==> config.mk <==
export PLATFORM = sky130hd
export DESIGN_NAME = nfw_top
export DESIGN_NICKNAME = d
export VERILOG_FILES = /design/src/nfw_pkg.sv /design/src/nfw_cmd_port.sv /design/src/nfw_wake_det.sv /design/src/nfw_top.sv
export VERILOG_INCLUDE_DIRS = /design/src /design/src/src
export SDC_FILE = /design/constraint.sdc
export NUM_CORES = 1
export LEC_CHECK = 0
export BUFFER_PORTS_ARGS = -buffer_cell sky130_fd_sc_hd__buf_2
export CAP_MARGIN = 20
export CORE_MARGIN = 1.5
export CORE_UTILIZATION = 41
export CTS_CLUSTER_DIAMETER = 100
export DETAILED_ROUTE_END_ITERATION = 8
export PLACE_DENSITY = 0.73
export SYNTH_ARGS = -nofsm -noshare
export SYNTH_HDL_FRONTEND = slang
export SYNTH_SLANG_ARGS = --single-unit
==> constraint.sdc <==
create_clock -name clk -period 4.95 [get_ports clk]
set_input_delay 0 -clock clk [delete_from_list [all_inputs] [get_ports clk]]
set_output_delay 0 -clock clk [all_outputs]
set_load 0.02 [all_outputs]
==> src/nfw_cfg.svh <==
// Offsets, field positions, reset values and timing figures of the wake-up block.
`ifndef NFW_CFG_SVH
`define NFW_CFG_SVH

// ----------------------------------------------------------------------------
// Register offsets
// ----------------------------------------------------------------------------
`define NFW_OFS_MOD_CLK 5'h09
`define NFW_OFS_REG_IO 5'h0b
`define NFW_OFS_TWL 5'h18
`define NFW_OFS_TPROT 5'h19

// ----------------------------------------------------------------------------
// Direct command codes and command byte layout
// ----------------------------------------------------------------------------
`define NFW_DC_IDLE 5'h00
`define NFW_DC_SOFT_INIT 5'h03
`define NFW_DC_FIFO_RST 5'h0f
`define NFW_HDR_CMD_BIT 7
`define NFW_HDR_READ_BIT 6

// ----------------------------------------------------------------------------
// Field positions and reset values
// ----------------------------------------------------------------------------
`define NFW_TPROT_WAKE_BIT 7
`define NFW_RST_MOD_CLK 8'h00
`define NFW_RST_REG_IO 8'h00
`define NFW_RST_TWL 8'h00

// ----------------------------------------------------------------------------
// Timing
// ----------------------------------------------------------------------------
`define NFW_CLK_MHZ 50
`define NFW_SOFT_RST_WAIT_US 1000

// ----------------------------------------------------------------------------
// Wake thresholds in mV, normal range then extended range, codes 1 to 7
// ----------------------------------------------------------------------------
`define NFW_THR_N1 11'd480
`define NFW_THR_N2 11'd350
`define NFW_THR_N3 11'd250
`define NFW_THR_N4 11'd220
`define NFW_THR_N5 11'd190
`define NFW_THR_N6 11'd180
`define NFW_THR_N7 11'd170
`define NFW_THR_E1 11'd1500
`define NFW_THR_E2 11'd700
`define NFW_THR_E3 11'd500
`define NFW_THR_E4 11'd450
`define NFW_THR_E5 11'd400
`define NFW_THR_E6 11'd320
`define NFW_THR_E7 11'd280

`endif

==> src/nfw_pkg.sv <==
// Types shared by the wake-up block modules.
package nfw_pkg;

	// Target wake level register layout, bit 7 down to bit 0.
	typedef struct packed {
		logic ident_size_hi;
		logic ident_size_lo;
		logic sdd_en;
		logic unused4;
		logic extended_range_select;
		logic [2:0] wake_threshold;
	} nfw_twl_t;

	// One register access taken from the command port.
	typedef struct packed {
		logic wr;
		logic rd;
		logic [4:0] addr;
		logic [7:0] data;
	} nfw_acc_t;

	typedef enum logic [0:0] {
		NFW_CP_HDR,
		NFW_CP_DATA
	} nfw_cp_state_t;

	typedef enum logic [1:0] {
		NFW_SR_IDLE,
		NFW_SR_ARMED,
		NFW_SR_WAIT
	} nfw_sr_state_t;

endpackage : nfw_pkg

==> src/nfw_cmd_port.sv <==
// Command byte decoder: register accesses and direct commands.
`timescale 1ns/1ps
module nfw_cmd_port (
	input wire logic clk,
	input wire logic rst_n,
	input wire logic frame_act,
	input wire logic rx_valid,
	input wire logic [7:0] rx_byte,
	output nfw_pkg::nfw_acc_t acc,
	output logic dcmd_valid,
	output logic [4:0] dcmd_code
);
	import nfw_pkg::*;
	`include "nfw_cfg.svh"

	nfw_cp_state_t state_ff;
	nfw_cp_state_t nxt_state;
	nfw_acc_t acc_ff;
	nfw_acc_t nxt_acc;
	logic dcmd_valid_ff;
	logic [4:0] dcmd_code_ff;
	logic [4:0] addr_ff;

	wire take = frame_act && rx_valid;
	wire is_cmd = rx_byte[`NFW_HDR_CMD_BIT];
	wire is_read = rx_byte[`NFW_HDR_READ_BIT];
	wire in_hdr = (state_ff == NFW_CP_HDR);

	// A dropped frame always returns to the header state, so a torn write is lost.
	always_comb begin
		nxt_state = state_ff;
		nxt_acc = '0;
		nxt_acc.addr = addr_ff;
		if (!frame_act) begin
			nxt_state = NFW_CP_HDR;
		end else if (take) begin
			unique case (state_ff)
				NFW_CP_HDR: begin
					nxt_acc.addr = rx_byte[4:0];
					nxt_acc.rd = !is_cmd && is_read;
					if (!is_cmd && !is_read) begin
						nxt_state = NFW_CP_DATA;
					end
				end
				NFW_CP_DATA: begin
					nxt_acc.wr = 1'b1;
					nxt_acc.data = rx_byte;
					nxt_state = NFW_CP_HDR;
				end
			endcase
		end
	end

	always_ff @(posedge clk or negedge rst_n) begin
		if (!rst_n) begin
			state_ff <= NFW_CP_HDR;
			acc_ff <= '0;
			addr_ff <= 5'h00;
			dcmd_valid_ff <= 1'b0;
			dcmd_code_ff <= 5'h00;
		end else begin
			state_ff <= nxt_state;
			acc_ff <= nxt_acc;
			addr_ff <= nxt_acc.addr;
			dcmd_valid_ff <= take && in_hdr && is_cmd;
			dcmd_code_ff <= (take && in_hdr && is_cmd) ? rx_byte[4:0] : dcmd_code_ff;
		end
	end

	assign acc = acc_ff;
	assign dcmd_valid = dcmd_valid_ff;
	assign dcmd_code = dcmd_code_ff;

endmodule : nfw_cmd_port

==> src/nfw_wake_det.sv <==
// Always-on RF level comparator against the programmed wake threshold.
`timescale 1ns/1ps
module nfw_wake_det (
	input wire logic clk,
	input wire logic rst_n,
	input nfw_pkg::nfw_twl_t cfg,
	input wire logic [10:0] rf_level_mv,
	output logic detect_active,
	output logic above
);
	import nfw_pkg::*;
	`include "nfw_cfg.svh"

	// The extended range moves every code from 1 to 7 to a higher level.
	function automatic logic [10:0] thr_mv(input logic ext, input logic [2:0] code);
		logic [10:0] v;
		v = 11'd0;
		unique case (code)
			3'h1: v = ext ? `NFW_THR_E1 : `NFW_THR_N1;
			3'h2: v = ext ? `NFW_THR_E2 : `NFW_THR_N2;
			3'h3: v = ext ? `NFW_THR_E3 : `NFW_THR_N3;
			3'h4: v = ext ? `NFW_THR_E4 : `NFW_THR_N4;
			3'h5: v = ext ? `NFW_THR_E5 : `NFW_THR_N5;
			3'h6: v = ext ? `NFW_THR_E6 : `NFW_THR_N6;
			3'h7: v = ext ? `NFW_THR_E7 : `NFW_THR_N7;
			3'h0: v = 11'd0;
		endcase
		return v;
	endfunction : thr_mv

	logic above_ff;
	wire enabled = (cfg.wake_threshold != 3'h0);
	wire [10:0] level = thr_mv(cfg.extended_range_select, cfg.wake_threshold);
	wire nxt_above = enabled && (rf_level_mv > level);

	always_ff @(posedge clk or negedge rst_n) begin
		if (!rst_n) begin
			above_ff <= 1'b0;
		end else begin
			above_ff <= nxt_above;
		end
	end

	assign detect_active = enabled;
	assign above = above_ff;

endmodule : nfw_wake_det

==> src/nfw_top.sv <==
// Initialization, soft reset and RF wake-up control of the transceiver.
`timescale 1ns/1ps
`include "nfw_cfg.svh"
module nfw_top #(
	parameter int SOFT_RST_CYCLES = `NFW_SOFT_RST_WAIT_US * `NFW_CLK_MHZ
) (
	input wire logic clk,
	input wire logic rst_n,
	input wire logic en,
	input wire logic supply_hold_enable,
	input wire logic ss_n,
	input wire logic rx_valid,
	input wire logic [7:0] rx_byte,
	input wire logic [10:0] rf_level_mv,
	input wire logic sel_req_valid,
	input wire logic [7:0] sel_req_byte,
	output logic rd_valid,
	output logic [7:0] rd_data,
	output logic init_busy,
	output logic fifo_clear,
	output logic supply_on,
	output logic power_down,
	output logic internal_enable,
	output logic rf_detect_active,
	output logic wake_comparator_status,
	output logic [7:0] mod_clk_cfg,
	output logic [7:0] reg_io_cfg,
	output nfw_pkg::nfw_twl_t target_wake_level,
	output logic sdd_start,
	output logic [1:0] sdd_ident_size,
	output logic fifo_wr_valid,
	output logic [7:0] fifo_wr_data
);
	import nfw_pkg::*;

	// ------------------------------------------------------------------------
	// Reset release and pin synchronisers
	// ------------------------------------------------------------------------
	logic [1:0] rst_sync_ff;
	logic [13:0] pin_meta_ff;
	logic [13:0] pin_sync_ff;

	always_ff @(posedge clk or negedge rst_n) begin
		if (!rst_n) begin
			rst_sync_ff <= 2'b00;
		end else begin
			rst_sync_ff <= {rst_sync_ff[0], 1'b1};
		end
	end

	wire rst_i_n = rst_sync_ff[1];

	// The level bus comes from a slow analog measurement, so a sample that tears
	// across an update only delays the comparator by one cycle.
	always_ff @(posedge clk or negedge rst_i_n) begin
		if (!rst_i_n) begin
			pin_meta_ff <= 14'h0004;
			pin_sync_ff <= 14'h0004;
		end else begin
			pin_meta_ff <= {rf_level_mv, ss_n, supply_hold_enable, en};
			pin_sync_ff <= pin_meta_ff;
		end
	end

	wire en_s = pin_sync_ff[0];
	wire hold_s = pin_sync_ff[1];
	wire frame_act = !pin_sync_ff[2];
	wire [10:0] level_s = pin_sync_ff[13:3];

	// ------------------------------------------------------------------------
	// Command port and wake comparator
	// ------------------------------------------------------------------------
	nfw_acc_t acc;
	logic dcmd_valid;
	logic [4:0] dcmd_code;
	logic wake_above;
	logic detect_act;

	nfw_cmd_port u_cmd (
		.clk(clk),
		.rst_n(rst_i_n),
		.frame_act(frame_act),
		.rx_valid(rx_valid),
		.rx_byte(rx_byte),
		.acc(acc),
		.dcmd_valid(dcmd_valid),
		.dcmd_code(dcmd_code)
	);

	nfw_twl_t twl_ff;

	nfw_wake_det u_wake (
		.clk(clk),
		.rst_n(rst_i_n),
		.cfg(twl_ff),
		.rf_level_mv(level_s),
		.detect_active(detect_act),
		.above(wake_above)
	);

	// ------------------------------------------------------------------------
	// Power control
	// ------------------------------------------------------------------------
	logic wake_ff;

	// The forced enable holds until the host confirms with its own enable;
	// a new wake event in the confirming cycle wins over the clear.
	wire nxt_wake = wake_above || (wake_ff && !en_s);
	wire int_en = en_s || wake_ff;
	wire pd = !int_en && !hold_s;

	always_ff @(posedge clk or negedge rst_i_n) begin
		if (!rst_i_n) begin
			wake_ff <= 1'b0;
		end else begin
			wake_ff <= nxt_wake;
		end
	end

	// ------------------------------------------------------------------------
	// Soft reset sequence
	// ------------------------------------------------------------------------
	nfw_sr_state_t sr_ff;
	nfw_sr_state_t nxt_sr;
	logic [15:0] wait_ff;

	wire dc_init = dcmd_valid && (dcmd_code == `NFW_DC_SOFT_INIT);
	wire dc_idle = dcmd_valid && (dcmd_code == `NFW_DC_IDLE);
	wire busy = (sr_ff == NFW_SR_WAIT);
	wire restore = (sr_ff == NFW_SR_ARMED) && dc_idle;
	wire wait_done = busy && (wait_ff == 16'(SOFT_RST_CYCLES - 1));

	// Commands arriving during the wait are dropped rather than queued.
	always_comb begin
		nxt_sr = sr_ff;
		unique case (sr_ff)
			NFW_SR_IDLE: begin
				if (dc_init) begin
					nxt_sr = NFW_SR_ARMED;
				end
			end
			NFW_SR_ARMED: begin
				if (restore) begin
					nxt_sr = NFW_SR_WAIT;
				end else if (dcmd_valid && !dc_init) begin
					nxt_sr = NFW_SR_IDLE;
				end
			end
			NFW_SR_WAIT: begin
				if (wait_done) begin
					nxt_sr = NFW_SR_IDLE;
				end
			end
			default: begin
				nxt_sr = NFW_SR_IDLE;
			end
		endcase
	end

	always_ff @(posedge clk or negedge rst_i_n) begin
		if (!rst_i_n) begin
			sr_ff <= NFW_SR_IDLE;
			wait_ff <= 16'h0000;
		end else begin
			sr_ff <= nxt_sr;
			wait_ff <= busy ? wait_ff + 16'h0001 : 16'h0000;
		end
	end

	// ------------------------------------------------------------------------
	// Registers
	// ------------------------------------------------------------------------
	logic [7:0] mod_ff;
	logic [7:0] rio_ff;
	logic rd_valid_ff;
	logic [7:0] rd_data_ff;
	logic fifo_clear_ff;

	wire acc_ok = !busy;
	wire wr_mod = acc.wr && acc_ok && (acc.addr == `NFW_OFS_MOD_CLK);
	wire wr_rio = acc.wr && acc_ok && (acc.addr == `NFW_OFS_REG_IO);
	wire wr_twl = acc.wr && acc_ok && (acc.addr == `NFW_OFS_TWL);

	// Supply-domain registers lose their contents in power down.
	wire [7:0] nxt_mod = (pd || restore) ? `NFW_RST_MOD_CLK : wr_mod ? acc.data : mod_ff;
	wire [7:0] nxt_rio = (pd || restore) ? `NFW_RST_REG_IO : wr_rio ? acc.data : rio_ff;
	// The wake level sits on the always-on supply and ignores power down.
	wire [7:0] nxt_twl = restore ? `NFW_RST_TWL : wr_twl ? acc.data : twl_ff;

	wire [7:0] tprot = {wake_above, 7'h00};
	wire [7:0] rd_mux = (acc.addr == `NFW_OFS_MOD_CLK) ? mod_ff :
		(acc.addr == `NFW_OFS_REG_IO) ? rio_ff :
		(acc.addr == `NFW_OFS_TWL) ? twl_ff :
		(acc.addr == `NFW_OFS_TPROT) ? tprot : 8'h00;

	always_ff @(posedge clk or negedge rst_i_n) begin
		if (!rst_i_n) begin
			mod_ff <= `NFW_RST_MOD_CLK;
			rio_ff <= `NFW_RST_REG_IO;
			twl_ff <= `NFW_RST_TWL;
			rd_valid_ff <= 1'b0;
			rd_data_ff <= 8'h00;
			fifo_clear_ff <= 1'b0;
		end else begin
			mod_ff <= nxt_mod;
			rio_ff <= nxt_rio;
			twl_ff <= nxt_twl;
			rd_valid_ff <= acc.rd && acc_ok;
			rd_data_ff <= (acc.rd && acc_ok) ? rd_mux : rd_data_ff;
			fifo_clear_ff <= dcmd_valid && acc_ok && (dcmd_code == `NFW_DC_FIFO_RST);
		end
	end

	// ------------------------------------------------------------------------
	// Selection request routing
	// ------------------------------------------------------------------------
	logic sdd_start_ff;
	logic fifo_wr_valid_ff;
	logic [7:0] fifo_wr_data_ff;

	always_ff @(posedge clk or negedge rst_i_n) begin
		if (!rst_i_n) begin
			sdd_start_ff <= 1'b0;
			fifo_wr_valid_ff <= 1'b0;
			fifo_wr_data_ff <= 8'h00;
		end else begin
			sdd_start_ff <= sel_req_valid && twl_ff.sdd_en;
			fifo_wr_valid_ff <= sel_req_valid && !twl_ff.sdd_en;
			fifo_wr_data_ff <= sel_req_valid ? sel_req_byte : fifo_wr_data_ff;
		end
	end

	assign rd_valid = rd_valid_ff;
	assign rd_data = rd_data_ff;
	assign init_busy = busy;
	assign fifo_clear = fifo_clear_ff;
	assign supply_on = !pd;
	assign power_down = pd;
	assign internal_enable = int_en;
	assign rf_detect_active = detect_act;
	assign wake_comparator_status = wake_above;
	assign mod_clk_cfg = mod_ff;
	assign reg_io_cfg = rio_ff;
	assign target_wake_level = twl_ff;
	assign sdd_start = sdd_start_ff;
	assign sdd_ident_size = {twl_ff.ident_size_hi, twl_ff.ident_size_lo};
	assign fifo_wr_valid = fifo_wr_valid_ff;
	assign fifo_wr_data = fifo_wr_data_ff;
endmodule : nfw_top

# Yosys cells after proc, flatten, opt, wreduce, memory -nomap -nowiden
# Cells that the tools add are included.
[totals]
reg_bits = 116
input_bits = 34
output_inout_bits = 52
word_cells = 129
[op_classes]
n_addsub = 1
magnitude_cmp = 1
n_eq_ne = 19
mux = 33
bitwise_logic = 2
reduce_logical = 45
[op_table]
columns = ["cell", "count"]
rows = [
  ["8-bit 2-to-1 mux", 11],
  ["11-bit case mux with 8 select lines", 1],
  ["9-bit 2-to-1 mux", 5],
  ["15-bit 2-to-1 mux", 2],
  ["1-bit logical AND", 22],
  ["16-bit by 1-bit adder with 16-bit output (second input constant)", 1],
  ["16-bit == test (second input constant)", 1],
  ["16-bit 2-to-1 mux", 1],
  ["5-bit by 4-bit == test with 1-bit output (second input constant)", 3],
  ["3-bit == test (second input constant)", 4],
  ["11-bit > comparator", 1],
  ["11-bit 2-to-1 mux", 1],
  ["5-bit == test (second input constant)", 2],
  ["1-bit zero test", 10],
  ["10-bit 2-to-1 mux", 1],
  ["2-bit 2-to-1 mux", 4],
  ["2-bit nonzero test", 4],
  ["3-bit by 2-bit == test with 1-bit output (second input constant)", 2],
  ["6-bit 2-to-1 mux", 1],
  ["2-bit case mux with 3 select lines", 1],
  ["3-bit AND reduction", 2],
  ["5-bit by 2-bit == test with 1-bit output (second input constant)", 1],
  ["5-bit zero test", 1],
  ["1-bit 2-to-1 mux", 4],
  ["other kinds (12)", 15],
]

# Depth between registers and ports, before layout
[logic_depth]
ltp_word = 7
depth_mapped = 9
mapped_depth_nobuf = 9

# By module
# From an unflattened synthesis, not the netlist that was laid out.
[hier_totals]
cells_unflattened = 402
area_unflattened_um2 = 4852.2
[modules_own_cells]
columns = ["module", "instances", "cells_each", "area_per_inst_um2", "seq_area_each_um2"]
rows = [
  ["nfw_top", 1, 294, 3629.7, 2329.7],
  ["nfw_cmd_port", 1, 49, 800.8, 550.5],
  ["nfw_wake_det", 1, 59, 421.7, 25.0],
]

# Least setup slack after synthesis
# OpenSTA, ideal clock, no wires.
[synth_path]
kind = "register to register"
start = "reg twl_ff, in the netlist target_wake_level[1]"
end = "reg u_wake.above_ff, in the netlist u_wake.above"
setup_ps = 126
arrival_time_ps = 2121
required_time_ps = 4824
slack_ps = 2703
path_stages_with_launch = 9
path_buffers = 2
period_less_slack_ps = 2247
cell_sequence = "dfrtp_1 clkbuf_1 clkbuf_1 or2_2 ha_1 nand4_1 or4_1 nand3_1 a21oi_1"
[synth_via]
elab_chain_cells = 4
elab_cells_between_ends = 12
cone_classes = "1 x order compare; 7 x eq/ne; 1 x mux; 3 x reduce/logical"
[synth_rtl]
columns = ["element", "line_no", "rtl"]
rows = [
  ["start, declared", "nfw_top.sv:90", "nfw_twl_t twl_ff;"],
  ["start signal, assigned", "nfw_top.sv:200", "twl_ff <= `NFW_RST_TWL;"],
  ["start signal, assigned", "nfw_top.sv:207", "twl_ff <= nxt_twl;"],
  ["3-bit == test (tied with other cells)", "nfw_wake_det.sv:18", "unique case (code)"],
  ["11-bit case mux with 8 select lines", "nfw_wake_det.sv:18", ""],
  ["11-bit > comparator", "nfw_wake_det.sv:34", "wire nxt_above = enabled && (rf_level_mv > level);"],
  ["1-bit logical AND *", "nfw_wake_det.sv:34", ""],
  ["net u_wake.nxt_above", "nfw_wake_det.sv:34", ""],
  ["end signal, assigned", "nfw_wake_det.sv:40", "above_ff <= nxt_above;"],
  ["end, declared", "nfw_wake_det.sv:31", "logic above_ff;"],
]
# The timed path passes the listed nets; every way through them passes the cells marked *.
# A chain may end at the register's enable or synchronous reset.

# Worst setup path in the final report
[layout_path]
start = "reg twl_ff, in the netlist target_wake_level[3]"
end = "reg u_wake.above_ff, in the netlist u_wake.above"
[layout_via]
elab_chain_cells = 4
elab_cells_between_ends = 10
cone_classes = "1 x order compare; 8 x mux; 1 x reduce/logical"
[layout_rtl]
columns = ["element", "line_no"]
rows = [
  ["9-bit 2-to-1 mux (no line) (tied with other cells)", "n/a"],
  ["11-bit case mux with 8 select lines *", "nfw_wake_det.sv:18"],
  ["11-bit > comparator *", "nfw_wake_det.sv:34"],
  ["1-bit logical AND *", "nfw_wake_det.sv:34"],
  ["net u_wake.nxt_above", "nfw_wake_det.sv:34"],
]
# Marks and branches as above.

==> run_results.csv <==
group,metric,value,unit
outcome,status,"finished clean",
global_route,gr-total-overflow,0,
drt,firstDrtPassIters,5,
sta,relSlewSlack,0.339,
logic_synthesis,synth_nets,419,
logic_synthesis,ys.flop_type,"dfrtp_1",
floorplan,die_y,110,um
drt,totalWireLength,10800,um
sta,finalSetupViolCount,0,
power,p_per_area,375,nW/um2
cells_and_area,drive_above_1_share,0.289,
logic_synthesis,ys_ff_latch,116,
power,pwr-share-clk,0.499,
logic_synthesis,syn_inst,374,
logic_synthesis,netlist_top_cells_count,"114 x dfrtp_1, 25 x a22o_1, 24 x nor2_1, 20 x nand2_1, 18 x mux2_2",
sta,tightest_slew,0.984,ns
power,power.share.switching,0.223,
clock_network,cts.clk_slew.worst_paths,0.05,ns
worst_setup_path,path_cells,"nor2b_1 -> nand2_1 -> or2_2 -> ha_1 -> nand4_1 -> or4_1 -> nand3_1 -> a21oi_1",
global_route,grt_pass1_vias,3516,
cells_and_area,synthToLayoutAreaGrowth,32.2,%
logic_synthesis,synth_cell_type_count,56,
clock_network,cts.sinks,116,
sta,fin_crit_sh,0.513,
power,ir_drop,0.255,mV
worst_setup_path,reg2reg_to,"u_wake.above",
clock_network,worstSkewPairLatency,0.41,ns
sta,hold_viol,0,
drt,vias,3461,
logic_synthesis,syn_area_per_cell,12.6,um2
placed_design,placed_cell_area,5250,um2
cells_and_area,fin_cells,655,
clock_network,cts_buffer_depth,2,
logic_synthesis,yosysMostFrequentCell,"dfrtp_1",
hold_path,hold_depth,2,
placed_design,gp_congestion,0.856,
logic_synthesis,synth-edff-count,0,
floorplan,row_count,38,
clock_network,cts_tree,"built",
drt,routed_via_density,5.28,
clock_network,cts-htree-levels,4,
drt,postRouteAntennaNets,0,
power,internal-power,1.81,mW
placed_design,dp_cells,586,
sta,drv_slew,0,
logic_synthesis,synth.top_cell.area_share,0.607,
hold_path,hold_start,"en",
drt,wl_per_cell,16.5,um
sta,fin_tns_setup,0,ns
logic_synthesis,seq_area_frac_synth,0.618,
drt,first_iter_violations,251,
worst_setup_path,r2r_slack,2.41,ns
power,cellLeakagePower,2.90,nW
worst_setup_path,r2r_cells,8,
worst_setup_path,critPathLaunchType,"register",
cells_and_area,antennaDiodeCount,0,
logic_synthesis,ys_top_cells_by_area,"dfrtp_1 61%, a22o_1 4.7%, mux2_2 4.3%",
hold_path,hp-class,"in2reg",
hold_path,whs_endpoint,"pin_meta_ff[0]",
worst_setup_path,r2r-start,"target_wake_level[3]",
clock_network,postCtsResizedCells,0,
worst_setup_path,slowest_stage,"dfrtp_1",
sta,fmaxAchievable,394,MHz
logic_synthesis,synthArstFlopShare,1.00,
placed_design,portBuffers,85,
cells_and_area,finish.utilization,0.564,
global_route,groute.usage.overall,0.197,
power,pwr-share-seq,0.437,
sta,min_period,2.54,ns
cells_and_area,nets,547,
worst_setup_path,crit_arrival,2.83,ns
worst_setup_path,critical_path_class,"reg2reg",
worst_setup_path,max_stage_delay,0.60,ns
logic_synthesis,syn_area,4700,um2
sta,fin_skew,0.00631,ns
worst_setup_path,worstSetupEndpointType,"register",
drt,drcViolationCount,0,
worst_setup_path,required,5.24,ns
worst_setup_path,crit_fanout,15,
global_route,grt_pass1_wl,17700,um
sta,rsz0062_at_grt,"false",
clock_network,cts_buffers,17,
placed_design,dp_hpwl,7180,um
global_route,antenna_found_initial,0,
power,p_switching,0.520,mW
logic_synthesis,yosysTopAreaCell,"dfrtp_1",
floorplan,die_w,110,um
global_route,grt_max_degree,79,
logic_synthesis,ys.warnings.count,0,
floorplan,io_pins,86,
floorplan,die_area,12100,um2
floorplan,coreArea,11000,um2
job,maxCapViolCount,0,
floorplan,start_util,0.426,
power,comb_power_share,0.064,
clock_network,cts_root_buf,"clkbuf_16",
cells_and_area,fin_area,6220,um2
==> worst max-delay path by stage <==
stage                     slack, ns            startpoint           end
after floorplan                1.48        rst_sync_ff[1]    fifo_clear
after global placement         2.57  target_wake_level[3]  u_wake.above
after detailed placement       2.48  target_wake_level[3]  u_wake.above
after CTS                      2.45  target_wake_level[3]  u_wake.above
after global routing           2.20  target_wake_level[3]  u_wake.above
final                          2.41  target_wake_level[3]  u_wake.above
==> registers in the layout, indices dropped and copies added (netlist names), 6 cells and up <==
signal	count
pin_meta_ff	14
mod_clk_cfg	8
wait_ff	16
fifo_wr_data	8
pin_sync_ff	14
u_cmd.acc	15
target_wake_level	6
rd_data	8
reg_io_cfg	8
==> critical path: cells and delay by family, from the launching register on <==
family,cells,cell delay (ns)
AOI/OAI and AO/OA,1,0.06
and+or+nand+nor,6,1.46
DFF,1,0.60
adders and majority gates,1,0.31
==> what timing repair did <==
action | 4_1_cts | 5_1_grt
hold endpoints to repair | 46 | 0
endpoints found under the setup margin | 0 | 0
setup buffers | 0 | 0
hold buffers | 36 | 0
==> cells in the final DEF (no fill, tap or decap), types with 3 or more instances in the layout <==
master / n
o21ai_1: 8
a21o_1: 3
dfrtp_1: 113
buf_2: 85
nor2b_1: 4
nor3_1: 5
nand3_1: 9
nor2_1: 24
nand2_1: 20
dlygate4sd3_1: 36
clkinvlp_4: 4
nor4_2: 3
inv_1: 10
mux2_2: 18
and4_1: 3
or3_1: 5
a21oi_1: 11
ha_1: 11
o21ai_0: 6
nand4_1: 5
clkbuf_16: 17
nand2b_1: 4
a222oi_1: 7
clkinv_2: 3
and2_1: 12
xor2_1: 8
o22ai_1: 3
clkbuf_8: 5
a22o_1: 25
xnor2_1: 4
==> power groups by stage <==
stage | Clock (mW) | Combinational (mW) | Sequential (mW)
after detailed placement | 0 | 0.117 | 1.04
after CTS | 1.18 | 0.140 | 1.03
after floorplan | 0 | 0.0636 | 1.05
after global routing | 1.22 | 0.165 | 1.02
final | 1.16 | 0.150 | 1.02
after global placement | 0 | 0.113 | 1.04
==> layout make-up <==
class / count / area (um2)
repair buffers: 123 / 821
flip-flops and latches: 116 / 2910
inverters: 11 / 41.3
fillers: 924 / 4810
well taps: 140 / 175
multi-input cells: 233 / 1700
clock buffers: 24 / 502
clock inverters: 8 / 75.1
==> layer usage <==
metal	track usage	part of all wire	vias up
met5	0	0	-
met4	0.0842	0.019	0
met3	0.0488	0.054	16
met2	0.303	0.48	117
met1	0.266	0.45	1707
li1	-	-	1621
==> metrics by stage <==
stage,hold WS [ns],power (mW),worst slack [ns]
floorplan,-0.296,1.11,1.48
global placement,-0.214,1.15,2.57
detailed placement,-0.214,1.16,2.48
CTS,0.218,2.34,2.45
global route,0.222,2.41,2.20
finish,0.225,2.33,2.41
==> logic make-up (layout without fill, tap and decap cells) <==
| logic type | Yosys count | in the layout | synth area share |
|---|---|---|---|
| and+or+nand+nor | 112 | 112 | 0.135 |
| muxes | 20 | 20 | 0.0474 |
| buffers and inverters | 25 | 166 | 0.0218 |
| xor gates and xnor gates | 12 | 12 | 0.0223 |
| adders and majority gates | 11 | 11 | 0.0293 |
| DFF | 116 | 116 | 0.618 |
| other | 1 | 1 | 0.000797 |
| AOI/OAI and AO/OA | 77 | 77 | 0.125 |
(Power assumes the default switching activity.)
